### src/hw/bpt_defs.svh
/*
 * Constants of the buffered pwm timer base: widths, reset values.
 * Assumes inclusion by bare name from the prescaler and timer design files.
 */
`ifndef BPT_DEFS_SVH
`define BPT_DEFS_SVH

// data path widths
`define BPT_CNT_W 16
`define BPT_HALF_W 8
`define BPT_NCH 3
`define BPT_PSEL_W 3
`define BPT_PSC_W 7

// reset values
`define BPT_CNT_RST 16'h0000
`define BPT_PER_RST 16'hFFFF
`define BPT_CMP_RST 16'h0000
`define BPT_HALF_ZERO 8'h00
`define BPT_ONE 16'h0001
`define BPT_HALF_ONE 8'h01

`endif

### src/hw/bpt_pkg.sv
/*
 * Types shared by the buffered pwm timer base.
 * Assumes nothing beyond a SystemVerilog compiler.
 */
`default_nettype none

package bpt_pkg;
    // waveform generation mode
    typedef enum logic [1:0] {
        WAVE_NORMAL,
        WAVE_FRQ,
        WAVE_SINGLE,
        WAVE_DUAL
    } bpt_wave_t;

    // what an event input does
    typedef enum logic [1:0] {
        EVACT_COUNT,
        EVACT_DIR,
        EVACT_RESTART
    } bpt_evact_t;

    // dual-slope direction state
    typedef enum logic {
        SLOPE_UP,
        SLOPE_DOWN
    } bpt_slope_t;
endpackage : bpt_pkg

`default_nettype wire

### src/hw/bpt_prescaler.sv
/*
 * Prescaler: divides the peripheral clock by 2**select into ticks.
 * Assumes select is held steady while the timer runs.
 */
`include "bpt_defs.svh"
`default_nettype none

module bpt_prescaler #(
    parameter int PSC_W = `BPT_PSC_W
) (
    // clock and reset
    input wire logic sys_clk_i,
    input wire logic rst_i,
    // control
    input wire logic run_i,
    input wire logic [`BPT_PSEL_W-1:0] sel_i,
    // tick out
    output logic tick_o
);
    logic [PSC_W-1:0] div_q;
    logic [PSC_W-1:0] limit_c;

    assign limit_c = PSC_W'((1 << sel_i) - 1);

    // divider restarts whenever the timer stops, so phase is fresh
    always_ff @(posedge sys_clk_i or posedge rst_i) begin
        if (rst_i) begin
            div_q <= '0;
        end else if (!run_i || div_q >= limit_c) begin
            div_q <= '0;
        end else begin
            div_q <= div_q + PSC_W'(1);
        end
    end

    always_ff @(posedge sys_clk_i or posedge rst_i) begin
        if (rst_i) begin
            tick_o <= 1'b0;
        end else begin
            tick_o <= run_i && div_q >= limit_c;
        end
    end
endmodule : bpt_prescaler

`default_nettype wire

### src/hw/bpt_timer.sv
/*
 * Buffered pwm timer base: 16-bit counter, period, three compare
 * channels with double buffers, split mode and event control.
 * Assumes all inputs synchronous to sys_clk_i and one-cycle writes.
 */
// Function
// - counter, period, compares and buffers are 16 bits; three channels
// - split mode gives two independent 8-bit timers
// - three waveform outputs except in non-split normal mode, three more only in split mode
// - events may count, steer direction or restart the counter
// - count clock comes from a prescaler chosen by prescale select
// - counter is compared with zero and period continuously
// - bottom is zero, max all ones, top the sequence maximum
// - update happens at top when counting up, at bottom when counting down or in dual-slope
// - enable starts counting prescaled ticks
// - event count enable counts events instead of ticks
// - normal counting follows the direction bit
// - up-count past top wraps to zero next tick
// - down-count at bottom reloads the period
// - counter write wins over count, clear and reload
// - direction may change while running
// - period and each compare have a buffer
// - each buffer has a readable valid flag
// - buffer write sets valid; update clears it
// - update copies a valid period buffer into the period
// - active compares are directly writable, bypassing buffers
// - each compare equality is a match driving flags and frequency-mode waves
// - a match while the timer runs sets the channel flag next cycle
// - debug halt stops the timer unless debug run is set
`include "bpt_defs.svh"
`default_nettype none

module bpt_timer #(
    parameter int NCH = `BPT_NCH
) (
    // clock and reset
    input wire logic sys_clk_i,
    input wire logic rst_i,
    // main control
    input wire logic enable_i,
    input wire logic [`BPT_PSEL_W-1:0] prescale_select_i,
    input wire bpt_pkg::bpt_wave_t wave_mode_i,
    input wire logic split_i,
    input wire logic direction_down_i,
    // debug control
    input wire logic debug_halt_i,
    input wire logic debug_run_i,
    // event input control
    input wire logic event_count_enable_i,
    input wire bpt_pkg::bpt_evact_t event_action_i,
    input wire logic event_i,
    // counter and period writes
    input wire logic cnt_wr_i,
    input wire logic [`BPT_CNT_W-1:0] cnt_wdata_i,
    input wire logic per_wr_i,
    input wire logic period_buffer_wr_i,
    input wire logic [`BPT_CNT_W-1:0] per_wdata_i,
    // compare writes
    input wire logic [NCH-1:0] cmp_wr_i,
    input wire logic [NCH-1:0] cmpbuf_wr_i,
    input wire logic [`BPT_CNT_W-1:0] cmp_wdata_i,
    // flag clears
    input wire logic [NCH-1:0] cmp_flag_clr_i,
    input wire logic ovf_flag_clr_i,
    // state
    output logic [`BPT_CNT_W-1:0] counter_value_o,
    output logic [`BPT_CNT_W-1:0] period_o,
    output logic period_buffer_valid_o,
    output logic [NCH-1:0] compare_buffer_valid_o,
    output logic [NCH-1:0] compare_flag_o,
    output logic overflow_flag_o,
    output logic overflow_event_o,
    output logic update_o,
    // waveform lines
    output logic [2*NCH-1:0] waveform_out_o
);
    localparam int W = `BPT_CNT_W;
    localparam int H = `BPT_HALF_W;

    logic [W-1:0] cnt_q;
    logic [W-1:0] cnt_d;
    logic [W-1:0] per_q;
    logic [W-1:0] period_buffer_q;
    logic period_buffer_valid_q;
    bpt_pkg::bpt_slope_t slope_q;
    bpt_pkg::bpt_slope_t slope_d;
    logic ev_q;
    logic ev_rise_c;
    logic run_c;
    logic psc_tick;
    logic tick_c;
    logic restart_c;
    logic down_c;
    logic top_c;
    logic bot_c;
    logic upd_c;
    logic [W-1:0] cmp_q [NCH];
    logic [W-1:0] cmpbuf_q [NCH];
    logic [NCH-1:0] cmpbv_q;
    logic [NCH-1:0] mat_c;
    logic [2*NCH-1:0] wo_q;
    logic [NCH-1:0] flag_q;

    assign run_c = enable_i && (!debug_halt_i || debug_run_i);

    assign ev_rise_c = event_i && !ev_q;
    assign restart_c = run_c && ev_rise_c
        && event_action_i == bpt_pkg::EVACT_RESTART;
    assign down_c = (event_action_i == bpt_pkg::EVACT_DIR)
        ? event_i : direction_down_i;

    assign tick_c = run_c && (event_count_enable_i
        ? (ev_rise_c && event_action_i == bpt_pkg::EVACT_COUNT)
        : psc_tick);

    assign bot_c = (cnt_q == `BPT_CNT_RST);
    // dual-slope also turns if the period was lowered below the count
    assign top_c = (wave_mode_i == bpt_pkg::WAVE_DUAL)
        ? (cnt_q >= per_q) : (cnt_q == per_q);

    bpt_prescaler #(
        .PSC_W(`BPT_PSC_W)
    ) u_psc (
        .sys_clk_i(sys_clk_i),
        .rst_i(rst_i),
        .run_i(run_c),
        .sel_i(prescale_select_i),
        .tick_o(psc_tick)
    );

    // next counter value and update condition
    always_comb begin
        cnt_d = cnt_q;
        slope_d = slope_q;
        upd_c = 1'b0;
        if (cnt_wr_i) begin
            cnt_d = cnt_wdata_i;
        end else if (restart_c) begin
            cnt_d = `BPT_CNT_RST;
            slope_d = bpt_pkg::SLOPE_UP;
        end else if (tick_c) begin
            if (split_i) begin
                upd_c = (cnt_q[H-1:0] == `BPT_HALF_ZERO);
                cnt_d[H-1:0] = upd_c ? per_q[H-1:0]
                    : cnt_q[H-1:0] - `BPT_HALF_ONE;
                cnt_d[W-1:H] = (cnt_q[W-1:H] == `BPT_HALF_ZERO)
                    ? per_q[W-1:H] : cnt_q[W-1:H] - `BPT_HALF_ONE;
            end else if (wave_mode_i == bpt_pkg::WAVE_DUAL) begin
                case (slope_q)
                    bpt_pkg::SLOPE_UP: begin
                        if (top_c) begin
                            slope_d = bpt_pkg::SLOPE_DOWN;
                            cnt_d = cnt_q - `BPT_ONE;
                        end else begin
                            cnt_d = cnt_q + `BPT_ONE;
                        end
                    end
                    default: begin
                        if (bot_c) begin
                            upd_c = 1'b1;
                            slope_d = bpt_pkg::SLOPE_UP;
                            cnt_d = cnt_q + `BPT_ONE;
                        end else begin
                            cnt_d = cnt_q - `BPT_ONE;
                        end
                    end
                endcase
            end else if (down_c) begin
                upd_c = bot_c;
                cnt_d = bot_c ? per_q : cnt_q - `BPT_ONE;
            end else begin
                upd_c = top_c;
                cnt_d = top_c ? `BPT_CNT_RST : cnt_q + `BPT_ONE;
            end
        end
    end

    always_ff @(posedge sys_clk_i or posedge rst_i) begin
        if (rst_i) begin
            cnt_q <= `BPT_CNT_RST;
            slope_q <= bpt_pkg::SLOPE_UP;
            ev_q <= 1'b0;
        end else begin
            cnt_q <= cnt_d;
            slope_q <= slope_d;
            ev_q <= event_i;
        end
    end

    // period with buffer; a buffer write beats the clear
    always_ff @(posedge sys_clk_i or posedge rst_i) begin
        if (rst_i) begin
            per_q <= `BPT_PER_RST;
            period_buffer_q <= `BPT_PER_RST;
            period_buffer_valid_q <= 1'b0;
        end else begin
            if (per_wr_i) begin
                per_q <= per_wdata_i;
            end else if (upd_c && period_buffer_valid_q) begin
                per_q <= period_buffer_q;
            end
            if (period_buffer_wr_i) begin
                period_buffer_q <= per_wdata_i;
            end
            if (period_buffer_wr_i) begin
                period_buffer_valid_q <= 1'b1;
            end else if (upd_c) begin
                period_buffer_valid_q <= 1'b0;
            end
        end
    end

    // compare channels
    for (genvar n = 0; n < NCH; n++) begin : g_ch
        assign mat_c[n] = split_i
            ? (cnt_q[H-1:0] == cmp_q[n][H-1:0])
            : (cnt_q == cmp_q[n]);

        always_ff @(posedge sys_clk_i or posedge rst_i) begin
            if (rst_i) begin
                cmp_q[n] <= `BPT_CMP_RST;
                cmpbuf_q[n] <= `BPT_CMP_RST;
                cmpbv_q[n] <= 1'b0;
            end else begin
                if (cmp_wr_i[n]) begin
                    cmp_q[n] <= cmp_wdata_i;
                end else if (upd_c && cmpbv_q[n]) begin
                    cmp_q[n] <= cmpbuf_q[n];
                end
                if (cmpbuf_wr_i[n]) begin
                    cmpbuf_q[n] <= cmp_wdata_i;
                end
                if (cmpbuf_wr_i[n]) begin
                    cmpbv_q[n] <= 1'b1;
                end else if (upd_c) begin
                    cmpbv_q[n] <= 1'b0;
                end
            end
        end

        // sticky match flag, set beats clear
        always_ff @(posedge sys_clk_i or posedge rst_i) begin
            if (rst_i) begin
                flag_q[n] <= 1'b0;
            end else begin
                flag_q[n] <= (run_c && mat_c[n])
                    || (flag_q[n] && !cmp_flag_clr_i[n]);
            end
        end

        // low waveform lines, one cycle behind the counter
        always_ff @(posedge sys_clk_i or posedge rst_i) begin
            if (rst_i) begin
                wo_q[n] <= 1'b0;
            end else if (split_i) begin
                wo_q[n] <= cnt_q[H-1:0] < cmp_q[n][H-1:0];
            end else begin
                case (wave_mode_i)
                    bpt_pkg::WAVE_FRQ:
                        wo_q[n] <= wo_q[n] ^ (tick_c && mat_c[n]);
                    bpt_pkg::WAVE_SINGLE,
                    bpt_pkg::WAVE_DUAL:
                        wo_q[n] <= cnt_q < cmp_q[n];
                    default:
                        wo_q[n] <= 1'b0;
                endcase
            end
        end

        // high lines only live in split mode
        always_ff @(posedge sys_clk_i or posedge rst_i) begin
            if (rst_i) begin
                wo_q[n+NCH] <= 1'b0;
            end else begin
                wo_q[n+NCH] <= split_i
                    && cnt_q[W-1:H] < cmp_q[n][W-1:H];
            end
        end
    end

    always_ff @(posedge sys_clk_i or posedge rst_i) begin
        if (rst_i) begin
            overflow_flag_o <= 1'b0;
            overflow_event_o <= 1'b0;
            update_o <= 1'b0;
        end else begin
            overflow_flag_o <= upd_c
                || (overflow_flag_o && !ovf_flag_clr_i);
            overflow_event_o <= upd_c;
            update_o <= upd_c;
        end
    end

    // state outputs are the registers themselves
    assign counter_value_o = cnt_q;
    assign period_o = per_q;
    assign period_buffer_valid_o = period_buffer_valid_q;
    assign compare_buffer_valid_o = cmpbv_q;
    assign compare_flag_o = flag_q;
    assign waveform_out_o = wo_q;
endmodule : bpt_timer

`default_nettype wire

### config.mk
export PLATFORM = sky130hd
export DESIGN_NAME = bpt_timer
export DESIGN_NICKNAME = d
export VERILOG_FILES = /design/src/hw/bpt_pkg.sv /design/src/hw/bpt_prescaler.sv /design/src/hw/bpt_timer.sv
export VERILOG_INCLUDE_DIRS = /design/src /design/src/hw
export SDC_FILE = /design/constraint.sdc
export NUM_CORES = 1
export LEC_CHECK = 0
export ABC_AREA = 1
export BUFFER_PORTS_ARGS = -buffer_cell sky130_fd_sc_hd__buf_2
export CAP_MARGIN = 0
export CORE_ASPECT_RATIO = 1.1
export CORE_MARGIN = 1
export CORE_UTILIZATION = 42
export CTS_CLUSTER_SIZE = 30
export DETAILED_ROUTE_END_ITERATION = 16
export MAX_ROUTING_LAYER = met4
export PLACE_DENSITY = 0.72
export SLEW_MARGIN = 20
export SYNTH_ARGS = -nofsm -noshare
export SYNTH_HDL_FRONTEND = slang
export SYNTH_SLANG_ARGS = --single-unit
### constraint.sdc
create_clock -name sys_clk_i -period 5.6 [get_ports sys_clk_i]
set_input_delay 1.4 -clock sys_clk_i [delete_from_list [all_inputs] [get_ports sys_clk_i]]
set_output_delay 1.4 -clock sys_clk_i [all_outputs]
set_load 0.01 [all_outputs]
* Word-level counts from Yosys, hierarchy flattened *
Cells that the tools add are included.

storage, ports and cells
  register bits after elaboration = 169
  latch bits = 0
  memory bits (writable) = 0
  memory bits (read-only) = 0
  input bits = 77
  output and inout bits = 48
  logic and storage cells = 171
  memories kept = 0

cells by class
  $add $sub $neg = 6
  $mul = 0
  divide/modulo/power cells = 0
  $lt $le $gt $ge = 11
  equality and inequality tests = 13
  shifts and indexed selects = 1
  multiplexer cells = 54
  bitwise operators = 4
  reduce and logical (&&, ||, !) cells = 54

operator list
  kind                   count
  $mux 16                19
  $eq 16x16->1           4
  $lt 16x16->1           3
  $lt 8x8->1             6
  $mux 1                 29
  $eq 8x8->1             3
  $logic_and 1x1->1      24
  $reduce_bool 2->1      10
  $add 16x1->16 const B  1
  $ge 16x16->1           1
  $logic_not 16->1       1
  $logic_not 8->1        2
  $mux 8                 2
  $sub 16x1->16 const B  1
  $sub 8x1->8 const B    2
  $add 7x1->7 const B    1
  $ge 7x7->1             1
  $logic_not 1->1        7
  $mux 7                 1
  $shl 1x3->7 const A    1
  $sub 7x2->7 const B    1
  $eq 2x2->1 const B     3
  $logic_or 1x1->1       6
  $pmux 1 s2             3
  8 further kinds        11

* Depth between registers and ports, before layout *
Gate-level depths: netlist of the first run.

  depth after elaboration = 11
  mapped depth = 19

* Cells and area by module *
A second synthesis of the first run with hierarchy kept.

unflattened totals
  cells, all modules = 1503
  area, all modules = 11168.2 sq um

by module, submodules not included
  module         times used  cells each  area each (sq um)
  bpt_timer      1           1428        10592.7
  bpt_prescaler  1           75          575.6

* Worst setup path before layout of the first run *
Ideal clock, no wire load.

  path kind = input to register
  start point = in debug_run_i
  end point = reg per_q[1] (netlist: period_o[1])
  setup time = 69 ps
  data arrival time = 2874 ps
  required time = 5531 ps
  path slack = 2657 ps
  stages = 16
  path buffers = 1
  path through = inv_1 -> nand2_1 -> nand2_2 -> inv_2 -> nand4_1 -> inv_1 -> nor2_1 -> inv_1 -> nor4_4 -> nand2_4 -> clkinv_4 -> nand2_4 -> nand2_8 -> buf_12 -> nand2_2 -> o21ai_2

on the way
  word-level cells in the longest chain between the ends = 8

ends and longest elaborated chain
  element                                      line                                source
  start, declared                              bpt_timer.sv:47                     input wire logic debug_run_i,
  $logic_or 1x1->1 *                           bpt_timer.sv:104                    assign run_c = enable_i && (!debug_halt_i || debug_run_i);
  $logic_and 1x1->1 *                          bpt_timer.sv:104
  $logic_and 1x1->1, on equally long branches  bpt_timer.sv:112, bpt_timer.sv:107
  $mux 1 or $logic_and 1x1->1 (tied branches)  bpt_timer.sv:141, bpt_timer.sv:108
  $mux 1 *                                     bpt_timer.sv:138                    end else if (restart_c) begin
  $mux 1 *                                     bpt_timer.sv:136                    if (cnt_wr_i) begin
  net upd_c                                    bpt_timer.sv:96                     logic upd_c;
  $logic_and 1x1->1 *                          bpt_timer.sv:199                    end else if (upd_c && period_buffer_valid_q) begin
  $reduce_bool 2->1 (no source line) *         -
  end signal, assigned                         bpt_timer.sv:193                    per_q <= `BPT_PER_RST;
  end signal, assigned                         bpt_timer.sv:198                    per_q <= per_wdata_i;
  end signal, assigned                         bpt_timer.sv:200                    per_q <= period_buffer_q;
  end, declared                                bpt_timer.sv:82                     logic [W-1:0] per_q;

The timed path passes the listed nets; every way through them passes the cells marked *.
A chain may end at the register's enable or synchronous reset.

* Worst setup path after layout of the first run *
  start point = in debug_run_i
  end point = reg per_q[15] (netlist: period_o[15])

Same word-level chain as after synthesis.

==> load_flow_metrics.sql, run 1 <==
INSERT INTO impl_metrics (metric_group, metric, value, unit) VALUES
('logic_synthesis', 'synth_top_cell_by_area', 'sky130_fd_sc_hd__dfrtp_1', ''),
('logic_synthesis', 'ys_dominant_reg_cell', 'sky130_fd_sc_hd__dfrtp_1', ''),
('setup_path', 'arrival_time_worst_endpoint', '3.92', 'ns'),
('status', 'status', 'finished, final reports clean', ''),
('clock_network', 'clk_latency', '0.46', 'ns'),
('sta', 'timing.max_slew.rel_slack', '34.8', '%'),
('power', 'vdd_ir_drop_max', '0.155', 'mV'),
('logic_synthesis', 'synth_top_cells_by_area', 'sky130_fd_sc_hd__dfrtp_1 (30%), sky130_fd_sc_hd__nand2_1 (11%), sky130_fd_sc_hd__ha_1 (8.7%), sky130_fd_sc_hd__o21ai_0 (7.8%), sky130_fd_sc_hd__dfstp_2 (7.3%)', ''),
('clock_network', 'clock_tree.buffer_depth', '2', ''),
('sta', 'timing.hold.ws', '0.484', 'ns'),
('logic_synthesis', 'synth_area', '11500', 'um^2'),
('floorplan', 'floorplan.die.height', '176', 'um'),
('logic_synthesis', 'synth_edf_count', '0', ''),
('logic_synthesis', 'synth-seq-cells', '169', ''),
('logic_synthesis', 'yosys_warnings', '0', ''),
('grt', 'grt_util_met2', '44.0', '%'),
('sta', 'min_period_over_period', '63.2', '%'),
('logic_synthesis', 'postSynthCellCount', '1474', ''),
('placed_design', 'globalplace.congestion', '0.956', ''),
('grt', 'via_count_of_the_first_global_routing_pass', '9925', ''),
('layout', 'layout_common_cells', 'sky130_fd_sc_hd__nand2_1 (324), sky130_fd_sc_hd__inv_1 (208), sky130_fd_sc_hd__o21ai_0 (178)', ''),
('grt', 'global_route.usage.met1', '30.2', '%'),
('power', 'power_leakage', '6.35', 'nW'),
('sta', 'fin_tns_setup', '0', 'ns'),
('logic_synthesis', 'synth_top_cell_area_share', '29.8', '%'),
('sta', 'timing.final.max_slew_violations', '0', ''),
('setup_path', 'cp-start-kind', 'input port', ''),
('drt', 'num_vias', '10100', ''),
('power', 'power.total', '3.69', 'mW'),
('setup_path', 'worstPathRequired', '5.98', 'ns'),
('logic_synthesis', 'distinct_cell_type_count_after_synthesis', '56', ''),
('logic_synthesis', 'synth_sequential_area_ratio', '37.1', '%'),
('min_path', 'hold_path_class', 'flip-flop to flip-flop', ''),
('setup_path', 'cp-end-kind', 'flip-flop', ''),
('floorplan', 'starting_density', '42.6', '%'),
('layout', 'num-nets-final', '1731', ''),
('floorplan', 'die-area', '28000', 'um^2'),
('setup_path', 'worstPathMaxFanout', '31', ''),
('drt', 'drc', '0', ''),
('floorplan', 'row_count', '63', ''),
('clock_network', 'worst_setup_hold_path_clk_slew', '0.07', 'ns'),
('placed_design', 'number_of_buffers_added_on_ports', '124', ''),
('floorplan', 'die_w', '160', 'um'),
('sta', 'grt_setup_unrepaired', 'false', ''),
('drt', 'drt_wl_total', '34.5', 'mm'),
('run', 'maxCapViolations', '0', ''),
('logic_synthesis', 'syn_avg_cell_area', '7.80', 'um^2'),
('floorplan', 'fp.coreArea', '27000', 'um^2'),
('clock_network', 'tritoncts', 'done', ''),
('sta', 'maxClockFrequency', '283', 'MHz'),
('grt', 'busiest_grt_layer', 'met2', ''),
('layout', 'layout_commonest_cell', 'sky130_fd_sc_hd__nand2_1', ''),
('sta', 'max_slew.worst_pin.slew', '0.970', 'ns'),
('clock_network', 'number_of_sinks_driven_by_the_clock_tree', '169', ''),
('floorplan', 'io_pins', '125', ''),
('drt', 'drt_pass1_iterations', '5', ''),
('grt', 'combined_global_route_utilization_of_all_metal_layers', '26.1', '%'),
('sta', 'post-route-min-period', '3.54', 'ns'),
('clock_network', 'cts.repair_timing.setup_buffer_count', '0', ''),
('setup_path', 'type_of_the_setup_path_with_the_least_slack', 'input port to flip-flop', ''),
('placed_design', 'dp_slack', '1.61', 'ns'),
('clock_network', 'cts_resized', '0', ''),
('placed_design', 'detailed_place_hpwl', '25.4', 'mm'),
('grt', 'grt_antenna_before_repair', '2', ''),
('drt', 'wl_per_cell', '17.7', 'um'),
('grt', 'grt_max_degree', '131', ''),
('sta', 'final_count_of_hold_timing_violations', '0', ''),
('clock_network', 'cts.hold.buffers_added', '0', ''),
('grt', 'globalRouteOverflowTotal', '0', ''),
('sta', 'setup_violators_final', '0', ''),
('grt', 'use_met3', '3.54', '%');
## power by group
part	internal, mW	total (mW)	switching [mW]
combinational	0.376	1.10	0.724
sequential	1.36	1.46	0.0964
clock	0.578	1.13	0.555
total	2.32	3.69	1.38
## cells in the mapped netlist (2+ instances only)
cell,instances
sky130_fd_sc_hd__o22ai_1,5
sky130_fd_sc_hd__inv_1,209
sky130_fd_sc_hd__a22oi_1,5
sky130_fd_sc_hd__a31oi_1,2
sky130_fd_sc_hd__dfstp_2,32
sky130_fd_sc_hd__nor2_4,3
sky130_fd_sc_hd__nand4_1,21
sky130_fd_sc_hd__buf_6,6
sky130_fd_sc_hd__nand2_2,35
sky130_fd_sc_hd__nor2_2,3
sky130_fd_sc_hd__or2_2,3
sky130_fd_sc_hd__inv_2,5
sky130_fd_sc_hd__o21ai_1,3
sky130_fd_sc_hd__clkbuf_1,33
sky130_fd_sc_hd__ha_1,80
sky130_fd_sc_hd__o21ai_2,59
sky130_fd_sc_hd__nor4_1,2
sky130_fd_sc_hd__o21a_1,2
sky130_fd_sc_hd__o21bai_1,3
sky130_fd_sc_hd__o31ai_1,3
sky130_fd_sc_hd__a21boi_0,2
sky130_fd_sc_hd__dfrtp_1,137
sky130_fd_sc_hd__o21ai_0,178
sky130_fd_sc_hd__xor2_1,25
sky130_fd_sc_hd__and2_1,2
sky130_fd_sc_hd__buf_12,9
sky130_fd_sc_hd__a211oi_1,2
sky130_fd_sc_hd__nand3_1,49
sky130_fd_sc_hd__a221oi_1,8
sky130_fd_sc_hd__nor3_1,11
sky130_fd_sc_hd__nor3b_1,2
sky130_fd_sc_hd__nand2_8,4
sky130_fd_sc_hd__a21oi_1,84
sky130_fd_sc_hd__nor2_1,79
sky130_fd_sc_hd__buf_2,6
sky130_fd_sc_hd__o211ai_1,5
sky130_fd_sc_hd__nand2_4,9
sky130_fd_sc_hd__a21o_1,5
sky130_fd_sc_hd__nand3_2,3
sky130_fd_sc_hd__nand2_1,324
## registers in the layout, summed over array words and instances, names as in the netlist, 3 cells and up
| register | flops |
|---|---|
| period_buffer_q | 16 |
| compare_flag_o | 3 |
| cmp_q | 48 |
| counter_value_o | 16 |
| period_o | 16 |
| waveform_out_o | 6 |
| u_psc.div_q | 7 |
| compare_buffer_valid_o | 3 |
| cmpbuf_q | 48 |
## layout make-up
type                    count  area, um^2
clock inverters            14         114
multi-input cells        1031        5970
fillers                  2712       14200
well taps                 357         447
repair buffers            137         731
clock buffers              17         425
inverters                 218         847
flip-flops and latches    169        4270
diodes                      2        5.00
## cells by family (layout without fill, tap and decap cells)
group                    Yosys count  after routing  synth area share [%]
AND/OR/NAND/NOR                  554            554                  22.0
buffers and inverters            274            386                  10.9
multiplexers                       1              1                0.0980
other                              0              2                     0
XOR/XNOR                          26             26                  1.98
adder cells (fa/ha/maj)           80             80                  8.71
flip-flops                       169            169                  37.1
AO/OA/AOI/OAI                    370            370                  19.1
## critical path, cell delays in order
cell,delay (ns)
sky130_fd_sc_hd__buf_2,0.10
sky130_fd_sc_hd__inv_1,0.04
sky130_fd_sc_hd__nand2_1,0.05
sky130_fd_sc_hd__nand2_2,0.20
sky130_fd_sc_hd__inv_2,0.08
sky130_fd_sc_hd__nand4_1,0.10
sky130_fd_sc_hd__inv_1,0.05
sky130_fd_sc_hd__nor2_1,0.32
sky130_fd_sc_hd__inv_1,0.45
sky130_fd_sc_hd__nor4_4,0.31
sky130_fd_sc_hd__nand2_4,0.16
sky130_fd_sc_hd__clkinv_4,0.14
sky130_fd_sc_hd__nand2_4,0.08
sky130_fd_sc_hd__nand2_8,0.23
sky130_fd_sc_hd__nand2_1,0.11
sky130_fd_sc_hd__o21ai_2,0.07
## stage by stage
stage	cell area, um^2	util, %	cells
5_1_grt	12800	47.5	1945
4_1_cts	12800	47.5	1943
3_5_place_dp	12300	45.5	1912
3_3_place_gp	12300	45.5	1912
6_report	12800	47.5	1945
2_1_floorplan	11500	-	1474
## path summary, 6_finish.rpt
check	startpoint	endpoint	slack, ns	cells after the start
setup / recovery	debug_run_i	period_o[15]$_DFFE_PP1P_	2.06	16
hold / removal	period_buffer_q[12]$_DFFE_PP1P_	period_buffer_q[12]$_DFFE_PP1P_	0.48	2
setup reg to reg	counter_value_o[8]$_DFFE_PP0P_	counter_value_o[14]$_DFFE_PP0P_	2.27	17
hold reg to reg	period_buffer_q[12]$_DFFE_PP1P_	period_buffer_q[12]$_DFFE_PP1P_	0.48	2
max in group asynchronous	rst_i	counter_value_o[13]$_DFFE_PP0P_	3.28	3
min in group asynchronous	rst_i	compare_buffer_valid_o[0]$_DFFE_PP0P_	1.13	2
## metal layers
layer / vias to the layer above / part of all wire (%)
met5: - / 0
met4: 0 / 4.6
met3: 87 / 4.3
met2: 285 / 50
met1: 4772 / 41
li1: 4998 / -
Note: power is estimated with default switching activity, not from simulation.
==> run 2, diff against run 1 <==
- ABC_AREA: 1 -> 0
- clock period: 5.6 -> 2.9 ns (I/O delays scaled with it)
==> run 2 against run 1 <==
Net effect:
- die area decreased by 4.8%
- combinational power increased by 120%
- register-to-register slack got worse by 2.2 ns
- clock skew decreased by 0.0049 ns
- first-iteration DRC count increased by 0.27%
- synthesized cell count decreased by 26%
- sequential power increased by 94%
- hold slack got worse by 0.055 ns
- via count decreased by 8.9%
- sequential cell count unchanged
- global-route usage decreased by 0.073 points
- critical path type is now flip-flop to flip-flop
- highest routed layer unchanged
==> load_flow_metrics.sql, run 2 <==
INSERT INTO impl_metrics (metric_group, metric, value, unit) VALUES
('floorplan', 'starting_density', '43.0', '%'),
('logic_synthesis', 'ys_async_sr_fraction', '100', '%'),
('layout', 'layout_commonest_cell', 'sky130_fd_sc_hd__dfrtp_1', ''),
('layout', 'num-nets-final', '1436', ''),
('placed_design', 'detailed_place_hpwl', '24.7', 'mm'),
('power', 'clock_power_share', '31.9', '%'),
('clock_network', 'number_of_sinks_driven_by_the_clock_tree', '169', ''),
('sta', 'setup_violators_final', '0', ''),
('setup_path', 'worst_r2r_endpoint', 'counter_value_o[6]$_DFFE_PP0P_', ''),
('clock_network', 'tritoncts', 'done', ''),
('drt', 'starting_drt_drc_count', '743', ''),
('power', 'power.switching', '2.63', 'mW'),
('clock_network', 'clk_latency', '0.45', 'ns'),
('clock_network', 'htreeDepth', '4', ''),
('sta', 'min_period_over_period', '96.5', '%'),
('layout', 'top_regs', 'cmp_q: 48 flops, cmpbuf_q: 48 flops', ''),
('setup_path', 'reg2regPathDepth', '11', ''),
('grt', 'grt_first_pass_wirelength', '50.9', 'mm'),
('setup_path', 'rrSetupSlack', '0.10', 'ns'),
('grt', 'via_count_of_the_first_global_routing_pass', '9159', ''),
('floorplan', 'floorplan.die.height', '171', 'um'),
('power', 'pwr_density_cell', '576', 'nW/um^2'),
('sta', 'fin_tns_setup', '0', 'ns'),
('drt', 'wl_per_cell', '20.0', 'um'),
('power', 'vdd_ir_drop_max', '0.346', 'mV'),
('placed_design', 'globalplace.congestion', '0.986', ''),
('power', 'power.total', '7.63', 'mW'),
('layout', 'final_cell_count_no_fill', '1641', ''),
('logic_synthesis', 'postSynthCellCount', '1094', ''),
('floorplan', 'io_pins', '125', ''),
('grt', 'grt_max_degree', '111', ''),
('drt', 'drc', '0', ''),
('layout', 'fillCellCount', '2304', ''),
('layout', 'postLayoutCellArea', '13200', 'um^2'),
('setup_path', 'worstPathMaxFanout', '5', ''),
('power', 'p_sw_share', '34.4', '%'),
('setup_path', 'critPathLaunch', 'period_o[6]$_DFFE_PP1P_', ''),
('logic_synthesis', 'synth_top_cells_by_area', 'sky130_fd_sc_hd__dfrtp_1 (31%), sky130_fd_sc_hd__mux2i_1 (10%), sky130_fd_sc_hd__ha_1 (9.2%), sky130_fd_sc_hd__dfstp_2 (7.7%), sky130_fd_sc_hd__mux2_2 (7.1%)', ''),
('setup_path', 'worstPathRequired', '3.22', 'ns'),
('logic_synthesis', 'synth_area', '10900', 'um^2'),
('clock_network', 'cts-buffers-inserted', '17', ''),
('logic_synthesis', 'synth_edf_count', '0', ''),
('power', 'p_int', '5.00', 'mW'),
('logic_synthesis', 'synth_sequential_area_ratio', '39.0', '%'),
('grt', 'grt_antenna_before_repair', '3', ''),
('logic_synthesis', 'synth-seq-cells', '169', ''),
('drt', 'avgViaCountPerCell', '5.63', ''),
('placed_design', 'post-place-cells', '1599', ''),
('placed_design', 'place_area', '12500', 'um^2'),
('layout', 'layout_common_cells', 'sky130_fd_sc_hd__dfrtp_1 (137), sky130_fd_sc_hd__buf_2 (124), sky130_fd_sc_hd__mux2i_1 (110)', ''),
('setup_path', 'r2r_start', 'period_o[6]$_DFFE_PP1P_', ''),
('setup_path', 'arrival_time_worst_endpoint', '3.11', 'ns'),
('sta', 'post-route-min-period', '2.80', 'ns'),
('sta', 'final_count_of_hold_timing_violations', '0', ''),
('grt', 'globalRouteOverflowTotal', '0', ''),
('setup_path', 'timing.critical_path.to', 'counter_value_o[6]$_DFFE_PP0P_', ''),
('layout', 'drive_above_1_share', '30.1', '%'),
('grt', 'combined_global_route_utilization_of_all_metal_layers', '26.0', '%'),
('logic_synthesis', 'syn_avg_cell_area', '10.0', 'um^2'),
('logic_synthesis', 'postSynthNetCount', '1251', ''),
('logic_synthesis', 'ys_top_cells_by_count', 'sky130_fd_sc_hd__dfrtp_1 (137), sky130_fd_sc_hd__mux2i_1 (111), sky130_fd_sc_hd__inv_1 (81)', ''),
('floorplan', 'die_w', '156', 'um'),
('drt', 'drt_pass1_iterations', '5', ''),
('drt', 'drt_wl_total', '32.7', 'mm'),
('power', 'power_frac_comb', '31.1', '%'),
('min_path', 'hold_path_class', 'input port to flip-flop', ''),
('drt', 'final_antenna_net_count', '0', ''),
('sta', 'max_slew.worst_pin.slew', '0.777', 'ns'),
('layout', 'syn_to_final_growth', '21.0', '%'),
('clock_network', 'clock_tree.buffer_depth', '2', ''),
('clock_network', 'clk_root_buffer_cell', 'sky130_fd_sc_hd__clkbuf_16', ''),
('logic_synthesis', 'synth_top_cell_area_share', '31.3', '%'),
('logic_synthesis', 'synth.most_common_cell', 'sky130_fd_sc_hd__dfrtp_1', ''),
('setup_path', 'cp-end-kind', 'flip-flop', ''),
('power', 'power.share.sequential', '37.1', '%'),
('sta', 'timing.max_slew.rel_slack', '48.2', '%'),
('setup_path', 'type_of_the_setup_path_with_the_least_slack', 'flip-flop to flip-flop', ''),
('floorplan', 'fp.coreArea', '25400', 'um^2'),
('setup_path', 'cp-start-kind', 'flip-flop', ''),
('drt', 'num_vias', '9236', ''),
('logic_synthesis', 'synth_top_cell_by_area', 'sky130_fd_sc_hd__dfrtp_1', ''),
('power', 'power_leakage', '6.39', 'nW'),
('run', 'maxCapViolations', '0', ''),
('sta', 'maxClockFrequency', '357', 'MHz'),
('logic_synthesis', 'ys_dominant_reg_cell', 'sky130_fd_sc_hd__dfrtp_1', ''),
('logic_synthesis', 'yosys_warnings', '0', ''),
('logic_synthesis', 'distinct_cell_type_count_after_synthesis', '75', ''),
('sta', 'skew', '0.0136', 'ns'),
('clock_network', 'worst_setup_hold_path_clk_slew', '0.07', 'ns'),
('min_path', 'min_path_cells', '1', ''),
('sta', 'timing.final.max_slew_violations', '0', ''),
('placed_design', 'number_of_buffers_added_on_ports', '124', ''),
('status', 'status', 'finished, final reports clean', ''),
('floorplan', 'die-area', '26700', 'um^2'),
('floorplan', 'row_count', '61', '');
run 2: changes by cell type after synthesis, moves of 33 or more:
cell / change
sky130_fd_sc_hd__o21ai_2: -59
sky130_fd_sc_hd__nand2_2: -35
sky130_fd_sc_hd__nand3_1: -33
sky130_fd_sc_hd__nand2_1: -253
sky130_fd_sc_hd__o21ai_0: -114
sky130_fd_sc_hd__inv_1: -128
sky130_fd_sc_hd__mux2_2: +68
sky130_fd_sc_hd__mux2i_1: +111
run 2: kinds of logic (layout without fill, tap and decap cells):
family	Yosys count	count (layout)	synth area share (%)
AOI/OAI and AO/OA	255	255	15.5
xor gates and xnor gates	32	32	2.56
adders and majority gates	80	80	9.15
buffers and inverters	138	336	5.25
DFF	169	169	39.0
muxes	183	183	17.6
other	0	3	0
and+or+nand+nor	237	237	10.9
run 2: repair_timing:
action / 4_1_cts / 5_1_grt
cloned: 0 / 0
endpoints found under the setup margin: 2 / 63
setup buffers: 1 / 6
gates resized for setup: 3 / 15
pin swaps: 1 / 7
hold buffers: 0 / 0
run 2: metal layers:
| metal | routed length [um] | part of all wire (%) | global-route usage (%) |
|---|---|---|---|
| met3 | 2000 | 6.1 | 4.26 |
| met2 | 15800 | 48 | 41.5 |
| met1 | 13700 | 42 | 32.0 |
| met4 | 1300 | 4.0 | 13.0 |
| met5 | 0 | 0 | - |
run 2: worst min-delay path by stage:
stage                                      start                                end  slack, ns
6_report                                 event_i                     ev_q$_DFF_PP0_       0.43
3_5_place_dp   period_buffer_valid_o$_DFFE_PP0P_  period_buffer_valid_o$_DFFE_PP0P_       0.49
5_1_grt                                  event_i                     ev_q$_DFF_PP0_       0.42
2_1_floorplan           u_psc.div_q[0]$_DFF_PP0_           u_psc.div_q[0]$_DFF_PP0_       0.45
3_3_place_gp             period_o[6]$_DFFE_PP1P_            period_o[6]$_DFFE_PP1P_       0.48
4_1_cts                                  event_i                     ev_q$_DFF_PP0_       0.41
run 2: power by group through the flow:
stage	Sequential, mW	Clock (mW)	Combinational, mW
detailed placement	2.87	0	2.29
global placement	2.85	0	2.22
finish	2.83	2.43	2.37
floorplan	2.91	0	1.40
global route	2.85	2.57	2.61
CTS	2.82	2.48	2.32
run 2: layout make-up:
cell class	instances	area, um^2	area share, %
antenna	3	7.51	0.0567
clock buffer	17	425	3.21
clock inverter	15	200	1.51
inverter	82	319	2.41
multi-input combinational	787	6180	46.7
sequential	169	4270	32.2
tap	346	433	3.27
timing repair buffer	222	1410	10.6
run 2: through the flow:
stage	hold slack, ns	setup WS, ns	util, %
2_1_floorplan	0.446	0.0432	-
3_3_place_gp	0.480	-0.0964	49.1
3_5_place_dp	0.489	-0.137	49.1
4_1_cts	0.405	0.0112	51.6
5_1_grt	0.417	-0.0124	52.1
6_report	0.429	0.102	52.1
run 2: critical path: stages, from the launching register on:
cell	delay [ns]
sky130_fd_sc_hd__dfstp_2	0.54
sky130_fd_sc_hd__inv_1	0.08
sky130_fd_sc_hd__ha_1	0.31
sky130_fd_sc_hd__nand4_1	0.19
sky130_fd_sc_hd__nor4_4	0.36
sky130_fd_sc_hd__buf_4	0.20
sky130_fd_sc_hd__nor3_1	0.06
sky130_fd_sc_hd__buf_4	0.17
sky130_fd_sc_hd__a21oi_1	0.12
sky130_fd_sc_hd__o21ai_0	0.13
sky130_fd_sc_hd__a222oi_1	0.36
sky130_fd_sc_hd__o21ai_0	0.15
==> run 3, diff against run 2 <==
- PLACE_DENSITY: 0.72 -> 0.67
==> run 3 against run 2 <==
Net effect:
- fmax decreased by 1.3%
- utilization increased by 0.40 points
- sequential cell count unchanged
- global-route usage increased by 0.37 points
- critical path depth increased by 2
- critical endpoint is now counter_value_o[5]$_DFFE_PP0P_
==> load_flow_metrics.sql, run 3 (synthesized netlist as in run 2, its figures left out) <==
INSERT INTO impl_metrics (metric_group, metric, value, unit) VALUES
('setup_path', 'r2r_start', 'period_o[14]$_DFFE_PP1P_', ''),
('sta', 'setup_violators_final', '0', ''),
('drt', 'starting_drt_drc_count', '677', ''),
('sta', 'post-route-min-period', '2.83', 'ns'),
('power', 'power.switching', '2.63', 'mW'),
('layout', 'antenna_cells_inserted', '0', ''),
('clock_network', 'cts-buffers-inserted', '17', ''),
('grt', 'globalRouteOverflowTotal', '0', ''),
('sta', 'timing.max_slew.rel_slack', '60.1', '%'),
('setup_path', 'cp-start-kind', 'flip-flop', ''),
('placed_design', 'globalplace.congestion', '0.975', ''),
('drt', 'final_antenna_net_count', '0', ''),
('placed_design', 'detailed_place_hpwl', '25.0', 'mm'),
('setup_path', 'cpMostUsedCell', 'sky130_fd_sc_hd__buf_4', ''),
('layout', 'top_regs', 'cmp_q: 48 flops, cmpbuf_q: 48 flops', ''),
('drt', 'm1WireLength', '13.6', 'mm'),
('drt', 'met3RoutedLength', '1.92', 'mm'),
('layout', 'fillCellCount', '2296', ''),
('clock_network', 'number_of_sinks_driven_by_the_clock_tree', '169', ''),
('min_path', 'hold_path_class', 'input port to asynchronous set/reset pin', ''),
('floorplan', 'row_count', '61', ''),
('clock_network', 'tritoncts', 'done', ''),
('floorplan', 'fp.coreArea', '25400', 'um^2'),
('grt', 'via_count_of_the_first_global_routing_pass', '9199', ''),
('floorplan', 'io_pins', '125', ''),
('power', 'vdd_ir_drop_max', '0.353', 'mV'),
('drt', 'avgViaCountPerCell', '5.59', ''),
('setup_path', 'worstPathMaxFanout', '5', ''),
('sta', 'timing.final.max_slew_violations', '0', ''),
('drt', 'maxUsedRoutingLayer', 'met4', ''),
('power', 'power_frac_comb', '31.9', '%'),
('power', 'clock_power_share', '30.8', '%'),
('setup_path', 'cp-end-kind', 'flip-flop', ''),
('power', 'power_leakage', '6.45', 'nW'),
('layout', 'layout_common_cells', 'sky130_fd_sc_hd__dfrtp_1 (137), sky130_fd_sc_hd__buf_2 (124), sky130_fd_sc_hd__mux2i_1 (111)', ''),
('layout', 'num-nets-final', '1445', ''),
('setup_path', 'reg2regPathDepth', '13', ''),
('drt', 'num_vias', '9199', ''),
('floorplan', 'die-area', '26700', 'um^2'),
('floorplan', 'floorplan.die.height', '171', 'um'),
('power', 'pwr_density_cell', '568', 'nW/um^2'),
('clock_network', 'htreeDepth', '4', ''),
('setup_path', 'type_of_the_setup_path_with_the_least_slack', 'flip-flop to flip-flop', ''),
('setup_path', 'rrSetupSlack', '0.07', 'ns'),
('drt', 'drt_pass1_iterations', '5', ''),
('clock_network', 'worst_setup_hold_path_clk_slew', '0.08', 'ns'),
('placed_design', 'post-place-cells', '1612', ''),
('sta', 'min_period_over_period', '97.7', '%'),
('layout', 'multiInputGateArea', '6200', 'um^2'),
('sta', 'fin_tns_setup', '0', 'ns'),
('layout', 'layout_commonest_cell', 'sky130_fd_sc_hd__dfrtp_1', ''),
('setup_path', 'critical-path-max-stage-delay', '0.53', 'ns'),
('layout', 'syn_to_final_growth', '22.0', '%'),
('placed_design', 'number_of_buffers_added_on_ports', '124', ''),
('drt', 'drc', '0', ''),
('clock_network', 'cts.hold.buffers_added', '0', ''),
('power', 'power.total', '7.58', 'mW'),
('sta', 'maxClockFrequency', '353', 'MHz'),
('drt', 'met2_wirelength', '16.1', 'mm'),
('power', 'p_sw_share', '34.8', '%'),
('setup_path', 'critical-path-slowest-cell', 'sky130_fd_sc_hd__dfstp_2', ''),
('sta', 'max_slew.worst_pin.slew', '0.598', 'ns'),
('layout', 'layout.core_utilization', '52.5', '%'),
('drt', 'wl_per_cell', '20.1', 'um'),
('drt', 'drt_wl_total', '33.2', 'mm'),
('setup_path', 'arrival_time_worst_endpoint', '3.16', 'ns'),
('run', 'maxCapViolations', '0', ''),
('layout', 'drive_above_1_share', '30.9', '%'),
('layout', 'final_cell_count_no_fill', '1647', ''),
('grt', 'combined_global_route_utilization_of_all_metal_layers', '26.4', '%'),
('setup_path', 'worst_r2r_endpoint', 'counter_value_o[5]$_DFFE_PP0P_', ''),
('grt', 'grt_first_pass_wirelength', '51.2', 'mm'),
('power', 'p_int', '4.94', 'mW'),
('setup_path', 'worstPathRequired', '3.23', 'ns'),
('floorplan', 'die_w', '156', 'um'),
('power', 'power.share.sequential', '37.3', '%'),
('clock_network', 'clk_root_buffer_cell', 'sky130_fd_sc_hd__clkbuf_16', ''),
('grt', 'grt_antenna_before_repair', '0', ''),
('status', 'status', 'finished, final reports clean', ''),
('sta', 'final_count_of_hold_timing_violations', '0', ''),
('sta', 'grt_setup_unrepaired', 'true', ''),
('layout', 'postLayoutCellArea', '13300', 'um^2'),
('grt', 'grt_max_degree', '73', ''),
('setup_path', 'crit_chain', 'inv_1 -> ha_1 -> nand4_1 -> buf_4 -> nor2_1 -> a21oi_1 -> nand3_2 -> buf_4 -> o21ai_2 -> buf_4 -> a21oi_1 -> a2111oi_4 -> nor3_2', ''),
('floorplan', 'starting_density', '43.0', '%'),
('clock_network', 'clk_latency', '0.45', 'ns'),
('clock_network', 'clock_tree.buffer_depth', '2', ''),
('placed_design', 'place_area', '12600', 'um^2'),
('layout', 'sequential_cell_area', '4270', 'um^2'),
('sta', 'skew', '0.0211', 'ns');
run 3: how the worst max path moves through the flow:
stage	startpoint	endpoint	slack [ns]	depth (start not counted)
after floorplan	counter_value_o[0]$_DFFE_PP0P_	counter_value_o[1]$_DFFE_PP0P_	0.04	10
after global placement	prescale_select_i[2]	u_psc.div_q[3]$_DFF_PP0_	-0.09	11
after detailed placement	prescale_select_i[2]	u_psc.div_q[6]$_DFF_PP0_	-0.12	11
after CTS	period_o[13]$_DFFE_PP1P_	counter_value_o[5]$_DFFE_PP0P_	0.04	11
after global routing	period_o[6]$_DFFE_PP1P_	cmp_q[25]$_DFFE_PP0P_	-0.1	12
final	period_o[14]$_DFFE_PP1P_	counter_value_o[5]$_DFFE_PP0P_	0.07	13
run 3: power by group through the flow:
stage	clock, mW	sequential, mW	combinational [mW]
finish	2.34	2.83	2.41
global route	2.48	2.85	2.66
CTS	2.39	2.82	2.36
detailed placement	0	2.86	2.34
global placement	0	2.85	2.28
floorplan	0	2.91	1.40
run 3: metal layers:
layer,global-route usage (%),vias to the layer above
met5,-,-
met3,4.76,82
li1,-,4344
met4,13.6,0
met2,42.9,280
met1,31.4,4493
run 3: stage by stage:
step                worst slack [ns]  hold WS [ns]
finish                        0.0653         0.311
global route                 -0.0954         0.343
CTS                           0.0412         0.307
detailed placement            -0.120         0.482
global placement             -0.0913         0.477
floorplan                     0.0432         0.446
run 3: final cells by class:
class / instances / area share, %
well taps: 346 / 3.25
inverters: 82 / 2.41
flip-flops and latches: 169 / 32.0
clock inverters: 15 / 1.29
clock buffers: 17 / 3.19
repair buffers: 231 / 11.4
multi-input cells: 787 / 46.5
run 3: critical path, delay by kind of cell (launching register included):
kind                     cells  cell delay (ns)
AND/OR/NAND/NOR              4             0.46
AO/OA/AOI/OAI                4             0.88
buffers and inverters        4             0.55
flip-flops                   1             0.53
adder cells (fa/ha/maj)      1             0.30
run 3: what timing repair did:
item,in CTS,in global routing
buffers inserted,0,2
hold endpoints to repair,0,0
endpoints found under the setup margin,1,60
pin swaps,0,9
cloned,0,1
gates resized for setup,3,27
